<file path="config.mk">
export PLATFORM = sky130hd
export DESIGN_NAME = sutx_csi_tx
export DESIGN_NICKNAME = d
export VERILOG_FILES = /design/src/rtl/sutx_csi_tx.v /design/src/rtl/sutx_fifo.v /design/src/rtl/sutx_baud.v
export VERILOG_INCLUDE_DIRS = /design/src /design/src/rtl
export SDC_FILE = /design/constraint.sdc
export NUM_CORES = 1
export LEC_CHECK = 0
export BUFFER_PORTS_ARGS = -buffer_cell sky130_fd_sc_hd__buf_2
export CAP_MARGIN = 10
export CORE_MARGIN = 2
export CORE_UTILIZATION = 47
export CTS_CLUSTER_DIAMETER = 80
export DETAILED_ROUTE_END_ITERATION = 8
export PLACE_DENSITY_LB_ADDON = 0.08
export SKIP_LAST_GASP = 1
export SLEW_MARGIN = 20
export SYNTH_ARGS = -nofsm -noshare
export SYNTH_HDL_FRONTEND = slang
export SYNTH_SLANG_ARGS = --single-unit
</file>
<file path="constraint.sdc">
create_clock -name clk_sys_in -period 7.3 [get_ports clk_sys_in]
set_input_delay 1.46 -clock clk_sys_in [delete_from_list [all_inputs] [get_ports clk_sys_in]]
set_output_delay 1.46 -clock clk_sys_in [all_outputs]
set_load 0.05 [all_outputs]
</file>
<file path="src/rtl/sutx_map.vh">
// register addresses, field positions and reset values of the serial transmit block
// assumes the includer runs a 20-bit byte-addressed register port with 16-bit data
`ifndef SUTX_MAP_VH
`define SUTX_MAP_VH

`define SUTX_A_P3_IBUF   20'hF0043
`define SUTX_A_P7_IBUF   20'hF0047
`define SUTX_A_P3_OMODE  20'hF0053
`define SUTX_A_P7_OMODE  20'hF0057
`define SUTX_A_P3_DIR    20'hFFF23
`define SUTX_A_P7_DIR    20'hFFF27
`define SUTX_A_P3_LATCH  20'hFFF03
`define SUTX_A_P7_LATCH  20'hFFF07
`define SUTX_A_PER_EN    20'hF00F0
`define SUTX_A_DATA0     20'hF0110
`define SUTX_A_MODE0     20'hF0118
`define SUTX_A_CH_EN     20'hF0120
`define SUTX_A_START     20'hF0122
`define SUTX_A_STOP      20'hF0124
`define SUTX_A_PRESC     20'hF0126
`define SUTX_A_OUT_LVL   20'hF0128
`define SUTX_A_OUT_EN    20'hF012A

`define SUTX_RST_SEL     8'h00
`define SUTX_RST_DIR     8'hFF
`define SUTX_RST_LATCH   8'h00
`define SUTX_RST_MODE    5'h04
`define SUTX_RST_DIV     7'h01
`define SUTX_RST_LVL     3'h7

`define SUTX_PER_UNIT    2
`define SUTX_MODE_CONT   0
`define SUTX_MODE_LSBF   1
`define SUTX_MODE_LEN8   2
`define SUTX_MODE_DAP    3
`define SUTX_MODE_CKP    4
`define SUTX_PRESC_MAX   4'hB
`define SUTX_LAST_HALF8  5'h0F
`define SUTX_LAST_HALF7  5'h0D

`endif

</file>
<file path="src/rtl/sutx_csi_tx.v">
// clocked three-wire serial transmitter, three channels, with the shared port pins
// assumes a single-master register port: one access per cycle, read data one cycle later
//
// Behaviour
// - input buffer select bit: 0 normal buffer, 1 TTL buffer; resets to zero
// - output mode bit: 0 push-pull, 1 open-drain
// - direction bit 0 drives the pin, 1 makes it input; resets to all ones
// - clearing unit enable bit 2 halts every channel
// - unit disabled: serial register writes ignored, reads give defaults; port regs exempt
// - channel enable status is read-only, cleared only by stop trigger
// - stop trigger bit self-clears once its enable status bit is zero
// - clock level bit writable only while the channel is stopped
// - channels 0 to 2 only; channel 3 has no function
// - frame length selectable as 7 or 8 bits
// - master generates clock and shifts data out; no error flag
// - interrupt on transfer end, or on buffer empty in continuous mode
// - clock rate from system clock over 4 down to over 2*2^11*128
// - data phase 1 puts data out half a clock before the clock starts
// - clock phase bit: 0 forward, 1 reversed clock
// - stopping keeps pin levels; level register reprogrammed before resuming
// - resume: outputs off, set levels, outputs on, start trigger, write data
// - level bit n drives data pin n, bit n+8 drives clock pin n
// - data level bit ignores writes while serial output is enabled
`timescale 1ns/1ns
`include "sutx_map.vh"
module sutx_csi_tx (
  input  wire        clk_sys_in,
  input  wire        reset_n_in,
  input  wire [19:0] reg_addr_in,
  input  wire [15:0] reg_wdata_in,
  input  wire        reg_wr_in,
  input  wire        reg_rd_in,
  output reg  [15:0] reg_rdata_out,
  output reg  [2:0]  tx_buf_ready_out,
  output wire        serial0_irq_out,
  output wire        serial1_irq_out,
  output wire        serial2_irq_out,
  output reg  [7:0]  port3_pin_out,
  output reg  [7:0]  port3_pin_oe_n_out,
  output reg  [7:0]  port3_ttl_sel_out,
  output reg  [7:0]  port7_pin_out,
  output reg  [7:0]  port7_pin_oe_n_out,
  output reg  [7:0]  port7_ttl_sel_out
);
  reg  [7:0]  peripheral_enable;
  reg  [7:0]  port3_input_buffer_select;
  reg  [7:0]  port7_input_buffer_select;
  reg  [7:0]  port3_output_mode_select;
  reg  [7:0]  port7_output_mode_select;
  reg  [7:0]  port3_direction;
  reg  [7:0]  port7_direction;
  reg  [7:0]  port3_latch;
  reg  [7:0]  port7_latch;
  reg  [2:0]  channel_enable_status;
  reg  [2:0]  channel_stop_trigger;
  reg  [2:0]  output_enable_reg;
  reg  [2:0]  data_out_level;
  reg  [2:0]  clock_out_level;
  reg  [3:0]  prescaler_select;
  reg  [6:0]  divr [0:2];
  reg  [4:0]  mode [0:2];
  reg  [15:0] next_rdata;
  reg  [7:0]  next_p3;
  reg  [7:0]  next_p7;
  integer     k;

  wire        unit_en = peripheral_enable[`SUTX_PER_UNIT];
  wire        ser_wr  = reg_wr_in & unit_en;
  wire [2:0]  push;
  wire [2:0]  fifo_in_rdy;
  wire [2:0]  fifo_valid;
  wire [2:0]  pop;
  wire [2:0]  fire;
  wire [2:0]  eng_so_we;
  wire [2:0]  eng_so_v;
  wire [2:0]  eng_ck_we;
  wire [2:0]  eng_ck_v;
  wire [7:0]  fdata  [0:2];
  wire [4:0]  flevel [0:2];

  function [19:0] ch_addr;
    input [19:0] base;
    input [1:0]  idx;
    begin
      ch_addr = base + {17'h00000, idx, 1'b0};
    end
  endfunction

  assign serial0_irq_out = fire[0];
  assign serial1_irq_out = fire[1];
  assign serial2_irq_out = fire[2];

  // one engine per channel; a fourth channel does not exist here
  genvar g;
  generate
    for (g = 0; g < 3; g = g + 1) begin : ch
      localparam [1:0] CH = g;
      reg  [7:0] sh;
      reg  [4:0] half;
      reg        run;
      reg        so_we;
      reg        so_v;
      reg        ck_we;
      reg        ck_v;
      reg        irq;
      wire       tick;
      wire [4:0] md   = mode[g];
      wire [7:0] fd   = fdata[g];
      wire [4:0] lvl  = flevel[g];
      wire       cont = md[`SUTX_MODE_CONT];
      wire       lsbf = md[`SUTX_MODE_LSBF];
      wire       len8 = md[`SUTX_MODE_LEN8];
      wire       dap  = md[`SUTX_MODE_DAP];
      wire       ckp  = md[`SUTX_MODE_CKP];
      wire       go   = channel_enable_status[g] & unit_en;
      wire       start = go & ~run & fifo_valid[g];
      wire [4:0] last_half = len8 ? `SUTX_LAST_HALF8 : `SUTX_LAST_HALF7;
      // a 7-bit msb-first frame is pre-shifted so bit 7 always holds the first bit
      wire [7:0] ld  = (~lsbf & ~len8) ? {fd[6:0], 1'b0} : fd;
      wire       cur = lsbf ? sh[0] : sh[7];
      wire       nxt = lsbf ? sh[1] : sh[6];

      assign push[g]      = ser_wr & (reg_addr_in == ch_addr(`SUTX_A_DATA0, CH));
      assign pop[g]       = start;
      assign fire[g]      = irq;
      assign eng_so_we[g] = so_we;
      assign eng_so_v[g]  = so_v;
      assign eng_ck_we[g] = ck_we;
      assign eng_ck_v[g]  = ck_v;

      always @(posedge clk_sys_in or negedge reset_n_in) begin
        if (!reset_n_in) begin
          sh    <= 8'h00;
          half  <= 5'h00;
          run   <= 1'b0;
          so_we <= 1'b0;
          so_v  <= 1'b0;
          ck_we <= 1'b0;
          ck_v  <= 1'b0;
          irq   <= 1'b0;
        end else begin
          so_we <= 1'b0;
          ck_we <= 1'b0;
          irq   <= 1'b0;
          if (!go) begin
            run <= 1'b0;
          end else if (start) begin
            sh    <= ld;
            half  <= 5'h00;
            run   <= 1'b1;
            ck_we <= 1'b1;
            ck_v  <= ~ckp;
            if (dap) begin
              so_we <= 1'b1;
              so_v  <= lsbf ? ld[0] : ld[7];
            end
            if (cont && lvl == 5'h01) begin
              irq <= 1'b1;
            end
          end else if (run && tick) begin
            half  <= half + 5'h01;
            ck_we <= 1'b1;
            ck_v  <= half[0] ? ~ckp : ckp;
            if (!half[0]) begin
              if (!dap) begin
                so_we <= 1'b1;
                so_v  <= cur;
              end
            end else begin
              sh <= lsbf ? {1'b0, sh[7:1]} : {sh[6:0], 1'b0};
              if (dap && half != last_half) begin
                so_we <= 1'b1;
                so_v  <= nxt;
              end
            end
            if (half == last_half) begin
              run <= 1'b0;
              if (!cont) begin
                irq <= 1'b1;
              end
            end
          end
        end
      end

      // a zero divider would exceed the fastest rate, so it runs as one
      sutx_baud u_baud (
        .clk_sys_in (clk_sys_in),
        .reset_n_in (reset_n_in),
        .run_in     (run),
        .shift_in   (prescaler_select),
        .div_in     ((divr[g] == 7'h00) ? 7'h01 : divr[g]),
        .tick_out   (tick)
      );

      sutx_fifo #(
        .WIDTH (8),
        .DEPTH (16),
        .AW    (4)
      ) u_fifo (
        .clk_sys_in    (clk_sys_in),
        .reset_n_in    (reset_n_in),
        .in_valid_in   (push[g]),
        .in_ready_out  (fifo_in_rdy[g]),
        .in_data_in    (reg_wdata_in[7:0]),
        .out_valid_out (fifo_valid[g]),
        .out_ready_in  (pop[g]),
        .out_data_out  (fdata[g]),
        .level_out     (flevel[g])
      );
    end
  endgenerate

  always @(posedge clk_sys_in or negedge reset_n_in) begin
    if (!reset_n_in) begin
      peripheral_enable         <= 8'h00;
      port3_input_buffer_select <= `SUTX_RST_SEL;
      port7_input_buffer_select <= `SUTX_RST_SEL;
      port3_output_mode_select  <= `SUTX_RST_SEL;
      port7_output_mode_select  <= `SUTX_RST_SEL;
      port3_direction           <= `SUTX_RST_DIR;
      port7_direction           <= `SUTX_RST_DIR;
      port3_latch               <= `SUTX_RST_LATCH;
      port7_latch               <= `SUTX_RST_LATCH;
      channel_enable_status     <= 3'h0;
      channel_stop_trigger      <= 3'h0;
      output_enable_reg         <= 3'h0;
      data_out_level            <= `SUTX_RST_LVL;
      clock_out_level           <= `SUTX_RST_LVL;
      prescaler_select          <= 4'h0;
      for (k = 0; k < 3; k = k + 1) begin
        divr[k] <= `SUTX_RST_DIV;
        mode[k] <= `SUTX_RST_MODE;
      end
    end else begin
      // port configuration stays writable whatever the unit enable says
      if (reg_wr_in) begin
        case (reg_addr_in)
          `SUTX_A_PER_EN:   peripheral_enable         <= reg_wdata_in[7:0];
          `SUTX_A_P3_IBUF:  port3_input_buffer_select <= reg_wdata_in[7:0];
          `SUTX_A_P7_IBUF:  port7_input_buffer_select <= reg_wdata_in[7:0];
          `SUTX_A_P3_OMODE: port3_output_mode_select  <= reg_wdata_in[7:0];
          `SUTX_A_P7_OMODE: port7_output_mode_select  <= reg_wdata_in[7:0];
          `SUTX_A_P3_DIR:   port3_direction           <= reg_wdata_in[7:0];
          `SUTX_A_P7_DIR:   port7_direction           <= reg_wdata_in[7:0];
          `SUTX_A_P3_LATCH: port3_latch               <= reg_wdata_in[7:0];
          `SUTX_A_P7_LATCH: port7_latch               <= reg_wdata_in[7:0];
          default: ;
        endcase
      end
      channel_stop_trigger  <= channel_stop_trigger & channel_enable_status;
      channel_enable_status <= channel_enable_status & ~channel_stop_trigger;
      for (k = 0; k < 3; k = k + 1) begin
        if (eng_so_we[k] && output_enable_reg[k]) begin
          data_out_level[k] <= eng_so_v[k];
        end
        if (eng_ck_we[k]) begin
          clock_out_level[k] <= eng_ck_v[k];
        end
      end
      if (ser_wr) begin
        case (reg_addr_in)
          `SUTX_A_START: channel_enable_status <= (channel_enable_status
                                                   & ~channel_stop_trigger)
                                                  | reg_wdata_in[2:0];
          `SUTX_A_STOP:  channel_stop_trigger  <= (channel_stop_trigger
                                                   & channel_enable_status)
                                                  | reg_wdata_in[2:0];
          `SUTX_A_OUT_EN: output_enable_reg <= reg_wdata_in[2:0];
          `SUTX_A_PRESC:  prescaler_select  <= (reg_wdata_in[3:0] > `SUTX_PRESC_MAX) ?
                                               `SUTX_PRESC_MAX : reg_wdata_in[3:0];
          default: ;
        endcase
        for (k = 0; k < 3; k = k + 1) begin
          if (reg_addr_in == `SUTX_A_OUT_LVL) begin
            if (!output_enable_reg[k]) begin
              data_out_level[k] <= reg_wdata_in[k];
            end
            if (!channel_enable_status[k]) begin
              clock_out_level[k] <= reg_wdata_in[k+8];
            end
          end
          if (reg_addr_in == ch_addr(`SUTX_A_DATA0, k[1:0])) begin
            divr[k] <= reg_wdata_in[15:9];
          end
          if (reg_addr_in == ch_addr(`SUTX_A_MODE0, k[1:0])) begin
            mode[k] <= reg_wdata_in[4:0];
          end
        end
      end
    end
  end

  always @* begin
    next_rdata = 16'h0000;
    case (reg_addr_in)
      `SUTX_A_PER_EN:   next_rdata[7:0] = peripheral_enable;
      `SUTX_A_P3_IBUF:  next_rdata[7:0] = port3_input_buffer_select;
      `SUTX_A_P7_IBUF:  next_rdata[7:0] = port7_input_buffer_select;
      `SUTX_A_P3_OMODE: next_rdata[7:0] = port3_output_mode_select;
      `SUTX_A_P7_OMODE: next_rdata[7:0] = port7_output_mode_select;
      `SUTX_A_P3_DIR:   next_rdata[7:0] = port3_direction;
      `SUTX_A_P7_DIR:   next_rdata[7:0] = port7_direction;
      `SUTX_A_P3_LATCH: next_rdata[7:0] = port3_latch;
      `SUTX_A_P7_LATCH: next_rdata[7:0] = port7_latch;
      `SUTX_A_CH_EN:    next_rdata[2:0] = channel_enable_status;
      `SUTX_A_OUT_EN:   next_rdata[2:0] = output_enable_reg;
      `SUTX_A_PRESC:    next_rdata[3:0] = prescaler_select;
      `SUTX_A_OUT_LVL:  next_rdata = unit_en ?
                          {4'h0, 1'b1, clock_out_level, 4'h0, 1'b1, data_out_level} :
                          {4'h0, 1'b1, `SUTX_RST_LVL, 4'h0, 1'b1, `SUTX_RST_LVL};
      default: ;
    endcase
    for (k = 0; k < 3; k = k + 1) begin
      if (reg_addr_in == ch_addr(`SUTX_A_DATA0, k[1:0])) begin
        next_rdata = {unit_en ? divr[k] : `SUTX_RST_DIV, 9'h000};
      end
      if (reg_addr_in == ch_addr(`SUTX_A_MODE0, k[1:0])) begin
        next_rdata = {11'h000, unit_en ? mode[k] : `SUTX_RST_MODE};
      end
    end
    if (!unit_en && (reg_addr_in == `SUTX_A_CH_EN || reg_addr_in == `SUTX_A_OUT_EN
                     || reg_addr_in == `SUTX_A_PRESC)) begin
      next_rdata = 16'h0000;
    end
  end

  // serial pins are the port latch anded with the level bit, so both must be 1
  always @* begin
    next_p3    = port3_latch;
    next_p7    = port7_latch;
    next_p7[3] = port7_latch[3] & data_out_level[0];
    next_p7[5] = port7_latch[5] & clock_out_level[0];
    next_p7[0] = port7_latch[0] & data_out_level[1];
    next_p7[2] = port7_latch[2] & clock_out_level[1];
    next_p3[0] = port3_latch[0] & data_out_level[2];
    next_p3[2] = port3_latch[2] & clock_out_level[2];
  end

  always @(posedge clk_sys_in or negedge reset_n_in) begin
    if (!reset_n_in) begin
      reg_rdata_out      <= 16'h0000;
      tx_buf_ready_out   <= 3'h0;
      port3_pin_out      <= 8'h00;
      port7_pin_out      <= 8'h00;
      port3_pin_oe_n_out <= 8'hFF;
      port7_pin_oe_n_out <= 8'hFF;
      port3_ttl_sel_out  <= 8'h00;
      port7_ttl_sel_out  <= 8'h00;
    end else begin
      if (reg_rd_in) begin
        reg_rdata_out <= next_rdata;
      end
      // stale by one cycle, so it drops while one place is still free
      for (k = 0; k < 3; k = k + 1) begin
        tx_buf_ready_out[k] <= fifo_in_rdy[k] & (flevel[k] < 5'h0F) & unit_en;
      end
      port3_pin_out      <= next_p3;
      port7_pin_out      <= next_p7;
      // open drain releases the pin for a 1 instead of driving it
      port3_pin_oe_n_out <= port3_direction | (port3_output_mode_select & next_p3);
      port7_pin_oe_n_out <= port7_direction | (port7_output_mode_select & next_p7);
      port3_ttl_sel_out  <= port3_input_buffer_select;
      port7_ttl_sel_out  <= port7_input_buffer_select;
    end
  end
endmodule // sutx_csi_tx

</file>
<file path="src/rtl/sutx_fifo.v">
// transmit byte buffer with valid/ready on both sides
// assumes one clock and an active-low asynchronous reset
`timescale 1ns/1ns
module sutx_fifo #(
  parameter WIDTH = 8,
  parameter DEPTH = 16,
  parameter AW    = 4
) (
  input  wire             clk_sys_in,
  input  wire             reset_n_in,
  input  wire             in_valid_in,
  output wire             in_ready_out,
  input  wire [WIDTH-1:0] in_data_in,
  output wire             out_valid_out,
  input  wire             out_ready_in,
  output wire [WIDTH-1:0] out_data_out,
  output wire [AW:0]      level_out
);
  localparam [AW:0] FULL_CNT = DEPTH;
  reg [WIDTH-1:0] mem [0:DEPTH-1];
  reg [AW-1:0]    wr_ptr;
  reg [AW-1:0]    rd_ptr;
  reg [AW:0]      count;
  wire            do_push = in_valid_in & in_ready_out;
  wire            do_pop  = out_ready_in & out_valid_out;

  assign in_ready_out  = (count != FULL_CNT);
  assign out_valid_out = (count != {(AW+1){1'b0}});
  assign out_data_out  = mem[rd_ptr];
  assign level_out     = count;

  always @(posedge clk_sys_in) begin
    if (do_push) begin
      mem[wr_ptr] <= in_data_in;
    end
  end

  always @(posedge clk_sys_in or negedge reset_n_in) begin
    if (!reset_n_in) begin
      wr_ptr <= {AW{1'b0}};
      rd_ptr <= {AW{1'b0}};
      count  <= {(AW+1){1'b0}};
    end else begin
      if (do_push) begin
        wr_ptr <= wr_ptr + {{(AW-1){1'b0}}, 1'b1};
      end
      if (do_pop) begin
        rd_ptr <= rd_ptr + {{(AW-1){1'b0}}, 1'b1};
      end
      if (do_push && !do_pop) begin
        count <= count + {{AW{1'b0}}, 1'b1};
      end else if (do_pop && !do_push) begin
        count <= count - {{AW{1'b0}}, 1'b1};
      end
    end
  end
endmodule // sutx_fifo

</file>
<file path="src/rtl/sutx_baud.v">
// half-period tick generator: prescaler of 2^shift then a divide by div+1
// assumes run_in falls between frames so each frame starts from a clean count
`timescale 1ns/1ns
module sutx_baud (
  input  wire       clk_sys_in,
  input  wire       reset_n_in,
  input  wire       run_in,
  input  wire [3:0] shift_in,
  input  wire [6:0] div_in,
  output reg        tick_out
);
  reg  [10:0] pre;
  reg  [6:0]  cnt;
  wire [10:0] pre_lim = (11'h001 << shift_in) - 11'h001;

  always @(posedge clk_sys_in or negedge reset_n_in) begin
    if (!reset_n_in) begin
      pre      <= 11'h000;
      cnt      <= 7'h00;
      tick_out <= 1'b0;
    end else if (!run_in) begin
      pre      <= 11'h000;
      cnt      <= 7'h00;
      tick_out <= 1'b0;
    end else begin
      tick_out <= 1'b0;
      if (pre == pre_lim) begin
        pre <= 11'h000;
        if (cnt == div_in) begin
          cnt      <= 7'h00;
          tick_out <= 1'b1;
        end else begin
          cnt <= cnt + 7'h01;
        end
      end else begin
        pre <= pre + 11'h001;
      end
    end
  end
endmodule // sutx_baud

</file>
# [Word level (Yosys, flattened, before mapping)]
# Memories as Yosys holds them, arrays and structs flattened.
# Cells that the tools add are included.
[classes] add_sub_neg=22 muxes=202 bitwise=55 n_shift=1 eq_ne=57 magnitude_cmp=4 reduce_logical=72
[ops] operator="20-bit == test (second input constant)" count=21
[ops] operator="1-bit two-way mux" count=129
[ops] operator="8-bit two-way mux" count=15
[ops] operator="16-bit two-way mux" count=7
[ops] operator="7-bit two-way mux" count=15
[ops] operator="11-bit two-way mux" count=7
[ops] operator="5-bit two-way mux" count=15
[ops] operator="2-bit AND reduction" count=23
[ops] operator="4-bit one-hot mux with 10 select lines" count=1
[ops] operator="3-bit one-hot mux with 13 select lines" count=1
[ops] operator="3-bit by 1-bit inequality test with 1-bit output (second input constant)" count=12
[ops] operator="1-bit bitwise AND" count=34
[ops] operator="11-bit by 1-bit adder with 11-bit output (second input constant)" count=3
[ops] operator="11-bit == test" count=3
[ops] operator="5-bit by 1-bit adder with 5-bit output (second input constant)" count=6
[ops] operator="4-bit by 1-bit adder with 4-bit output (second input constant)" count=6
[ops] operator="7-bit by 1-bit adder with 7-bit output (second input constant)" count=3
[ops] operator="7-bit == test" count=3
[ops] operator="7-bit logical NOT" count=3
[ops] operator="1-bit logical AND" count=19
[ops] operator="3-bit two-way mux" count=6
[ops] operator="2-bit nonzero test" count=9
[ops] operator="8-bit bitwise AND" count=2
[ops] operator="8-bit bitwise OR" count=2
[ops] operator="other kinds (23)" count=68
[totals] n_memories=3 ramBits=384 reg_bits=347
[memory_table] name="ch[0].u_fifo.mem" words=16 width=8 read_ports=1 rd_ports_with_merged_regs=0 write_ports=1 line_no="sutx_fifo.v:20" rtl="reg [WIDTH-1:0] mem [0:DEPTH-1];"
[memory_table] name="ch[1].u_fifo.mem" words=16 width=8 read_ports=1 rd_ports_with_merged_regs=0 write_ports=1 line_no="sutx_fifo.v:20"
[memory_table] name="ch[2].u_fifo.mem" words=16 width=8 read_ports=1 rd_ports_with_merged_regs=0 write_ports=1 line_no="sutx_fifo.v:20"

# [Logic depth before layout (Yosys ltp)]
# Gate-level depths: netlist (run 1).
[logic_depth] ltp_word=9 mapped_depth=14 ltp_nobuf=10

# [Hierarchy]
# A second synthesis (run 1) with hierarchy kept.
[unflattened] hier_cells=2609 hier_area_um2=34221.6
[modules_own_cells] module="sutx_csi_tx" cells_per_inst=1117 n_inst=1 area_per_inst_um2=12275.5 seq_area_each_um2=6336.1
[modules_own_cells] module="sutx_fifo at ch[2].u_fifo" cells_per_inst=318 n_inst=1 area_per_inst_um2=5824.3 seq_area_each_um2=4169.0
[modules_own_cells] module="sutx_fifo at ch[0].u_fifo" cells_per_inst=318 n_inst=1 area_per_inst_um2=5820.6 seq_area_each_um2=4169.0
[modules_own_cells] module="sutx_fifo at ch[1].u_fifo" cells_per_inst=335 n_inst=1 area_per_inst_um2=5789.3 seq_area_each_um2=4169.0
[modules_own_cells] module="sutx_baud at ch[0].u_baud ..." cells_per_inst=173 n_inst=2 area_per_inst_um2=1500.2 seq_area_each_um2=475.5
[modules_own_cells] module="sutx_baud at ch[2].u_baud" cells_per_inst=175 n_inst=1 area_per_inst_um2=1511.4 seq_area_each_um2=475.5

# [Least setup slack after synthesis (run 1)]
# OpenSTA, ideal clock, no wires.
[synth_timing] path_type="input to register" start="in reg_addr_in[2]" end="mem ch[0].u_fifo.mem[3][0], enable pin" path_stages=8 arrival_time_ns=4.010 setup_ns=0.383 slack_ns=2.907 n_path_buf=2 path_cell_list="clkbuf_1 -> nor2_1 -> nand3_1 -> or4_1 -> clkbuf_1 -> a31oi_2 -> nand2_1 -> nor3_1"
[synth_between] elab_chain_cells=5
[synth_lines] element="from (decl)" line_no="sutx_csi_tx.v:29" rtl="input wire [19:0] reg_addr_in,"
[synth_lines] element="20-bit == test" line_no="sutx_csi_tx.v:123" rtl="assign push[g] = ser_wr & (reg_addr_in == ch_addr(`SUTX_A_DATA0, CH));"
[synth_lines] element="1-bit bitwise AND" line_no="sutx_csi_tx.v:123"
[synth_lines] element="1-bit bitwise AND" line_no="sutx_fifo.v:24" rtl="wire do_push = in_valid_in & in_ready_out;"
[synth_lines] element="via ch[0].u_fifo.do_push" line_no="sutx_fifo.v:24"
[synth_lines] element="1-bit two-way mux" line_no="sutx_fifo.v:33" rtl="if (do_push) begin"
[synth_lines] element="1-bit two-way mux (implied by the code)" line_no="sutx_fifo.v:34" rtl="mem[wr_ptr] <= in_data_in;"
[synth_lines] element="to (decl)" line_no="sutx_fifo.v:20"
# The timed path passes the listed nets, and every way through them passes these cells.

# [Final worst setup path (run 1)]
[layout_timing] start="in reg_addr_in[3]" end="mem ch[0].u_fifo.mem[2][1], enable pin"
# Same word-level chain as after synthesis.

==> results of run 1 <==
-- final cells by class --
class / instances / share of cell area, %
Sequential cell: 731 / 54.5
Multi-Input combinational cell: 1470 / 32.0
Clock buffer: 114 / 6.22
Tap cell: 931 / 3.13
Timing Repair Buffer: 140 / 2.15
Clock inverter: 38 / 1.36
Inverter: 62 / 0.626
Antenna cell: 1 / 0.00673
-- kinds of logic (layout without fill, tap and decap cells) --
logic type	after synthesis	after routing	share of synthesized area, %
AOI/OAI and AO/OA	342	342	7.30
xor gates and xnor gates	113	113	3.06
adders and majority gates	37	37	1.41
buffers and inverters	185	354	2.18
DFF	731	731	61.8
muxes	294	294	13.4
other	0	1	0
and+or+nand+nor	684	684	10.9
-- power groups by stage --
stage | Combinational [mW] | Sequential, mW | Clock (mW)
3_3_place_gp | 0.159 | 4.43 | 0
5_1_grt | 0.176 | 4.35 | 4.52
2_1_floorplan | 0.0365 | 4.43 | 0
3_5_place_dp | 0.162 | 4.43 | 0
4_1_cts | 0.162 | 4.35 | 4.35
6_report | 0.159 | 4.35 | 4.26
-- cell usage in the layout (no fill, tap or decap), drive strengths merged, types with 23 or more instances in the layout --
cell	synthesis	final
mux2	122	122
nand3	60	60
clkinv	3	23
ha	37	37
and2	28	28
mux2i	67	67
nor2	136	136
nand2	159	159
edfxtp	384	384
xnor2	52	52
a21oi	59	59
nor3	61	61
clkbuf	92	114
and3	32	32
dfstp	44	44
mux4	105	105
buf	31	140
xor2	60	60
inv	59	63
o21ai	60	60
dfrtp	303	303
nand4	61	61
-- path summary, 6_finish.rpt --
path | slack, ns | cells after the start | endpoint
max | 2.31 | 7 | ch[0].u_fifo.mem[2][1]
min | 0.40 | 0 | port3_ttl_sel_out[3]
max reg2reg | 3.01 | 8 | ch[1].u_baud.tick_out
min reg2reg | 0.40 | 0 | port3_ttl_sel_out[3]
max in group asynchronous | 4.97 | 2 | ch[1].u_fifo.rd_ptr[0]
min in group asynchronous | 0.85 | 1 | port3_ttl_sel_out[1]
-- worst max-delay path: cells and delay by family --
| family | cells | cell delay (ns) |
|---|---|---|
| buf+inv | 1 | 0.26 |
| compound gates | 1 | 0.61 |
| simple gates | 5 | 2.86 |
-- layer usage --
| metal | GRT usage [%] | up-vias | wire (um) |
|---|---|---|---|
| met4 | 7.07 | 2 | 2150 |
| li1 | - | 9300 | - |
| met1 | 33.0 | 10700 | 36400 |
| met3 | 3.71 | 133 | 4460 |
| met2 | 36.7 | 635 | 38700 |
| met5 | 0 | - | 13 |
-- through the flow --
stage | instances | hold slack (ns) | power (mW)
finish | 3487 | 0.400 | 8.77
global route | 3487 | 0.411 | 9.04
CTS | 3486 | 0.406 | 8.86
detailed placement | 3334 | 0.391 | 4.59
global placement | 3334 | 0.382 | 4.59
floorplan | 2386 | 0.366 | 4.47
==> reports/qor.csv, run 1 <==
metric,value,unit
dp_hpwl,53400,um
startpoint,reg_addr_in[3],
wl_per_cell,23.5,um
track_usage,23.2,%
path_cells,buf_2 > nor2_1 > nand3_1 > or4_1 > a31oi_2 > nand2_1 > nor3_1,
netSwitchingPower,1.81,mW
peakVddDrop,0.209,mV
grt_pass1_vias,20900,
cts_made_buffers,81,
gp_congestion,0.927,
p_int,6.96,mW
top_register,ch.u_fifo.mem,
startpoint_type,input port,
fmax,200,MHz
post_cts_buffers,0,
fill_cells,5635,
clk_path_buf_depth,3,
ys.flop_type,edfxtp_1,
dieHeight,268,um
cts_tree,done,
synth_seq_cells,731,
slowest_stage,or4_1,
hp-class,reg2reg,
ctsHoldBuffers,0,
seqCellArea,0.0203,mm^2
reg_top3,"ch.u_fifo.mem (384), ch.u_baud.pre (33), ch.sh (24)",
rsz0062_at_grt,false,
synth_commonest_cells,"edfxtp_1, dfrtp_1, nand2_1",
drive_above_1_share,22.7,%
synth_warnings,0,
yosysTopAreaCell,edfxtp_1,
grt_overflow_total,0,
dr.pass1.iters,5,
synth_edf_count,384,
die_x,268,um
p_clk_share,48.6,%
syn_inst,2386,
p_leak,14.4,nW
drt_wl_total,81800,um
required,7.53,ns
coreArea,0.0688,mm^2
worst_hold_startpoint,port3_input_buffer_select[3],
path_class,in2reg,
hold_viol,0,
slew_viol_final,0,
die-area,0.0720,mm^2
grt_max_degree,143,
vias_per_cell,5.95,
synth_seq_area_share,61.8,%
arrival,5.22,ns
timing.final.ws_setup,2.31,ns
yosysTopAreaCellShare,35.1,%
clock_latency,0.63,ns
numPortBuffers,109,
rr_startpoint,prescaler_select[0],
crit_path_max_fanout,20,
detail-route-antenna-nets,0,
syn_nets,2463,
cts.clk_slew.worst_paths,0.06,ns
seq_power_share,49.6,%
clkSinkCount,731,
finClkSkew,0.0208,ns
syn_area,0.0328,mm^2
io_pins,110,
p_comb_share,1.8,%
status,completed,
antenna_found_initial,3,
cts-root-buf,clkbuf_16,
htree_levels,3,
yosysMostFrequentCell,edfxtp_1,
multi_input_area,0.0119,mm^2
finalSetupTns,0,ns
place_ws,1.67,ns
max-cap-violations,0,
drt-initial-drc-count,1919,
cts_resized,0,
avgSynthCellArea,13.8,um^2
tightestPinTransition,1.06,ns
drc,0,
setup_violations,0,
grt_pass1_wl,127000,um
largest_register_ffs,384,
switching_share,20.6,%
p_per_area,236,mW/mm^2
async_flop_share,47.5,%
post-route-util,54.0,%
rows,96,
place_area,0.0343,mm^2
syn_to_final_growth,13.3,%
relSlewSlack,28.6,%
initial_utilization,47.7,%
vias,20700,
cp-end-kind,flop,
min_period,4.99,ns
synth_area_leaders,"edfxtp_1, dfrtp_1, mux4_2",
synth.distinct_cells,81,
max_stage_delay,0.86,ns
fin_crit_sh,68.3,%
stdcell_area,0.0372,mm^2
nNetsFinal,2563,
Note: power is estimated with default switching activity, not from simulation.
==> inputs of run 2 (changes only) <==
==> constraint.sdc (replaced) <==
create_clock -name clk_sys_in -period 5.15 [get_ports clk_sys_in]
set_input_delay 1.03 -clock clk_sys_in [delete_from_list [all_inputs] [get_ports clk_sys_in]]
set_output_delay 1.03 -clock clk_sys_in [all_outputs]
set_load 0.05 [all_outputs]
==> run 2 against run 1 <==
Compared with the run above:
- first-iteration DRC count up 3.6%
- power up 42%
- die area stayed put
- sequential cell count did not move
- critical path type unchanged
- clock skew up 0.0076 ns
- largest power group unchanged
- clock power grew 42%
- largest cell class unchanged
- utilization is 0.34 points higher
==> reports/qor.csv, run 2 (synthesis gave the netlist of run 1 again) <==
metric,value,unit
status,completed,
post_cts_buffers,0,
rsz0062_at_grt,false,
track_usage,23.4,%
gp_congestion,0.938,
max_stage_delay,0.79,ns
clock_latency,0.64,ns
path_class,in2reg,
antenna_found_initial,1,
grt_pass1_wl,128000,um
hold_viol,0,
clkSinkCount,731,
slew_viol_final,0,
htree_levels,3,
max-cap-violations,0,
nNetsFinal,2598,
min_period,4.18,ns
cts_made_buffers,80,
cp_num_cells,8,
grt_max_degree,107,
dieHeight,268,um
grt_overflow_total,0,
drt_wl_total,82300,um
top_register,ch.u_fifo.mem,
r2r_slack,1.12,ns
path_buf_inv,2,
p_per_area,332,mW/mm^2
antenna_cells,0,
tightestPinTransition,1.04,ns
mostFrequentLayoutCell,edfxtp_1,
layout_common_cells,"edfxtp_1, dfrtp_1, nand2_1",
crit_path_max_fanout,9,
rr_startpoint,prescaler_select[3],
cts-root-buf,clkbuf_16,
dp_hpwl,54700,um
io_pins,110,
coreArea,0.0688,mm^2
numPortBuffers,109,
drt-initial-drc-count,1988,
dr.pass1.iters,7,
cts.clk_slew.worst_paths,0.06,ns
fin_crit_sh,81.2,%
fmax,239,MHz
cts_resized,0,
r2r_end,ch[1].u_baud.cnt[2],
grt_pass1_vias,20900,
vias,20800,
setup_violations,0,
clk_path_buf_depth,3,
wl_per_cell,23.4,um
drive_above_1_share,23.6,%
required,5.40,ns
rows,96,
cts_tree,done,
power,12.4,mW
die_x,268,um
r2r_cells,9,
detail-route-antenna-nets,0,
reg_top3,"ch.u_fifo.mem (384), ch.u_baud.pre (33), ch.sh (24)",
peakVddDrop,0.255,mV
hp-class,in2async,
slowest_stage,or4_1,
arrival,4.43,ns
drc,0,
cp-end-kind,flop,
relSlewSlack,30.4,%
startpoint_type,input port,
finalSetupTns,0,ns
syn_to_final_growth,14.0,%
ctsHoldBuffers,0,
initial_utilization,47.7,%
die-area,0.0720,mm^2
largest_register_ffs,384,
p_leak,14.5,nW
path_cells,buf_2 > nor4_1 > nand3_1 > buf_4 > or4_1 > a31oi_2 > nand2_1 > nor2_1,
finClkSkew,0.0284,ns
cpLargestDelayFamily,simple AND/OR/NAND/NOR gates,
vias_per_cell,5.90,
run 2: layer usage:
layer / vias up / share of wire, % / wire length (um) / GRT usage, %
met1: 10700 / 45 / 37100 / 33.8
met3: 126 / 5.2 / 4280 / 3.65
met4: 0 / 2.4 / 1980 / 6.24
met5: - / 0 / 0 / 0
met2: 569 / 47 / 39000 / 37.0
li1: 9366 / - / - / -
run 2: final cells by class:
cell class,count,area (um^2)
fillers,5651,31400
flip-flops and latches,731,20300
multi-input cells,1470,11800
clock buffers,111,2260
well taps,931,1160
repair buffers,176,1080
clock inverters,38,568
inverters,62,233
run 2: worst max path at each step:
stage	start	endpoint
detailed placement	reg_addr_in[13]	ch[0].u_fifo.mem[7][1]
global placement	reg_addr_in[13]	ch[0].u_fifo.mem[7][7]
global route	prescaler_select[3]	ch[1].u_baud.cnt[2]
finish	reg_addr_in[13]	ch[0].u_fifo.mem[7][4]
CTS	reg_addr_in[13]	ch[0].u_fifo.mem[7][4]
floorplan	reg_addr_in[2]	ch[0].u_fifo.mem[3][0]
run 2: stage by stage:
step / setup WS, ns / instances / instance area, um^2 / hold slack (ns) / utilization (%)
3_3_place_gp: 0.603 / 3370 / 34600 / 0.382 / 50.3
4_1_cts: 1.12 / 3519 / 37400 / 0.386 / 54.4
6_report: 0.968 / 3519 / 37400 / 0.372 / 54.4
3_5_place_dp: 0.475 / 3370 / 34600 / 0.388 / 50.3
2_1_floorplan: 1.19 / 2386 / 32800 / 0.366 / -
5_1_grt: 0.833 / 3519 / 37400 / 0.399 / 54.4
run 2: where the power goes:
group          internal, mW  leakage (nW)  switching, mW  total, mW
Clock                  3.62          1.37           2.42       6.04
Sequential             6.17          8.02       0.000436       6.17
Combinational        0.0398          5.13          0.191      0.231
Total                  9.82          14.5           2.61       12.4
run 2: worst register-to-register path: stages, from the launching register on:
cell	delay, ns
dfrtp_1	0.36
buf_4	0.23
or4_1	0.68
ha_1	0.35
or3_1	0.41
a21oi_1	0.30
o21a_1	0.18
o2111ai_1	0.39
nor2_1	0.81
o211ai_1	0.18
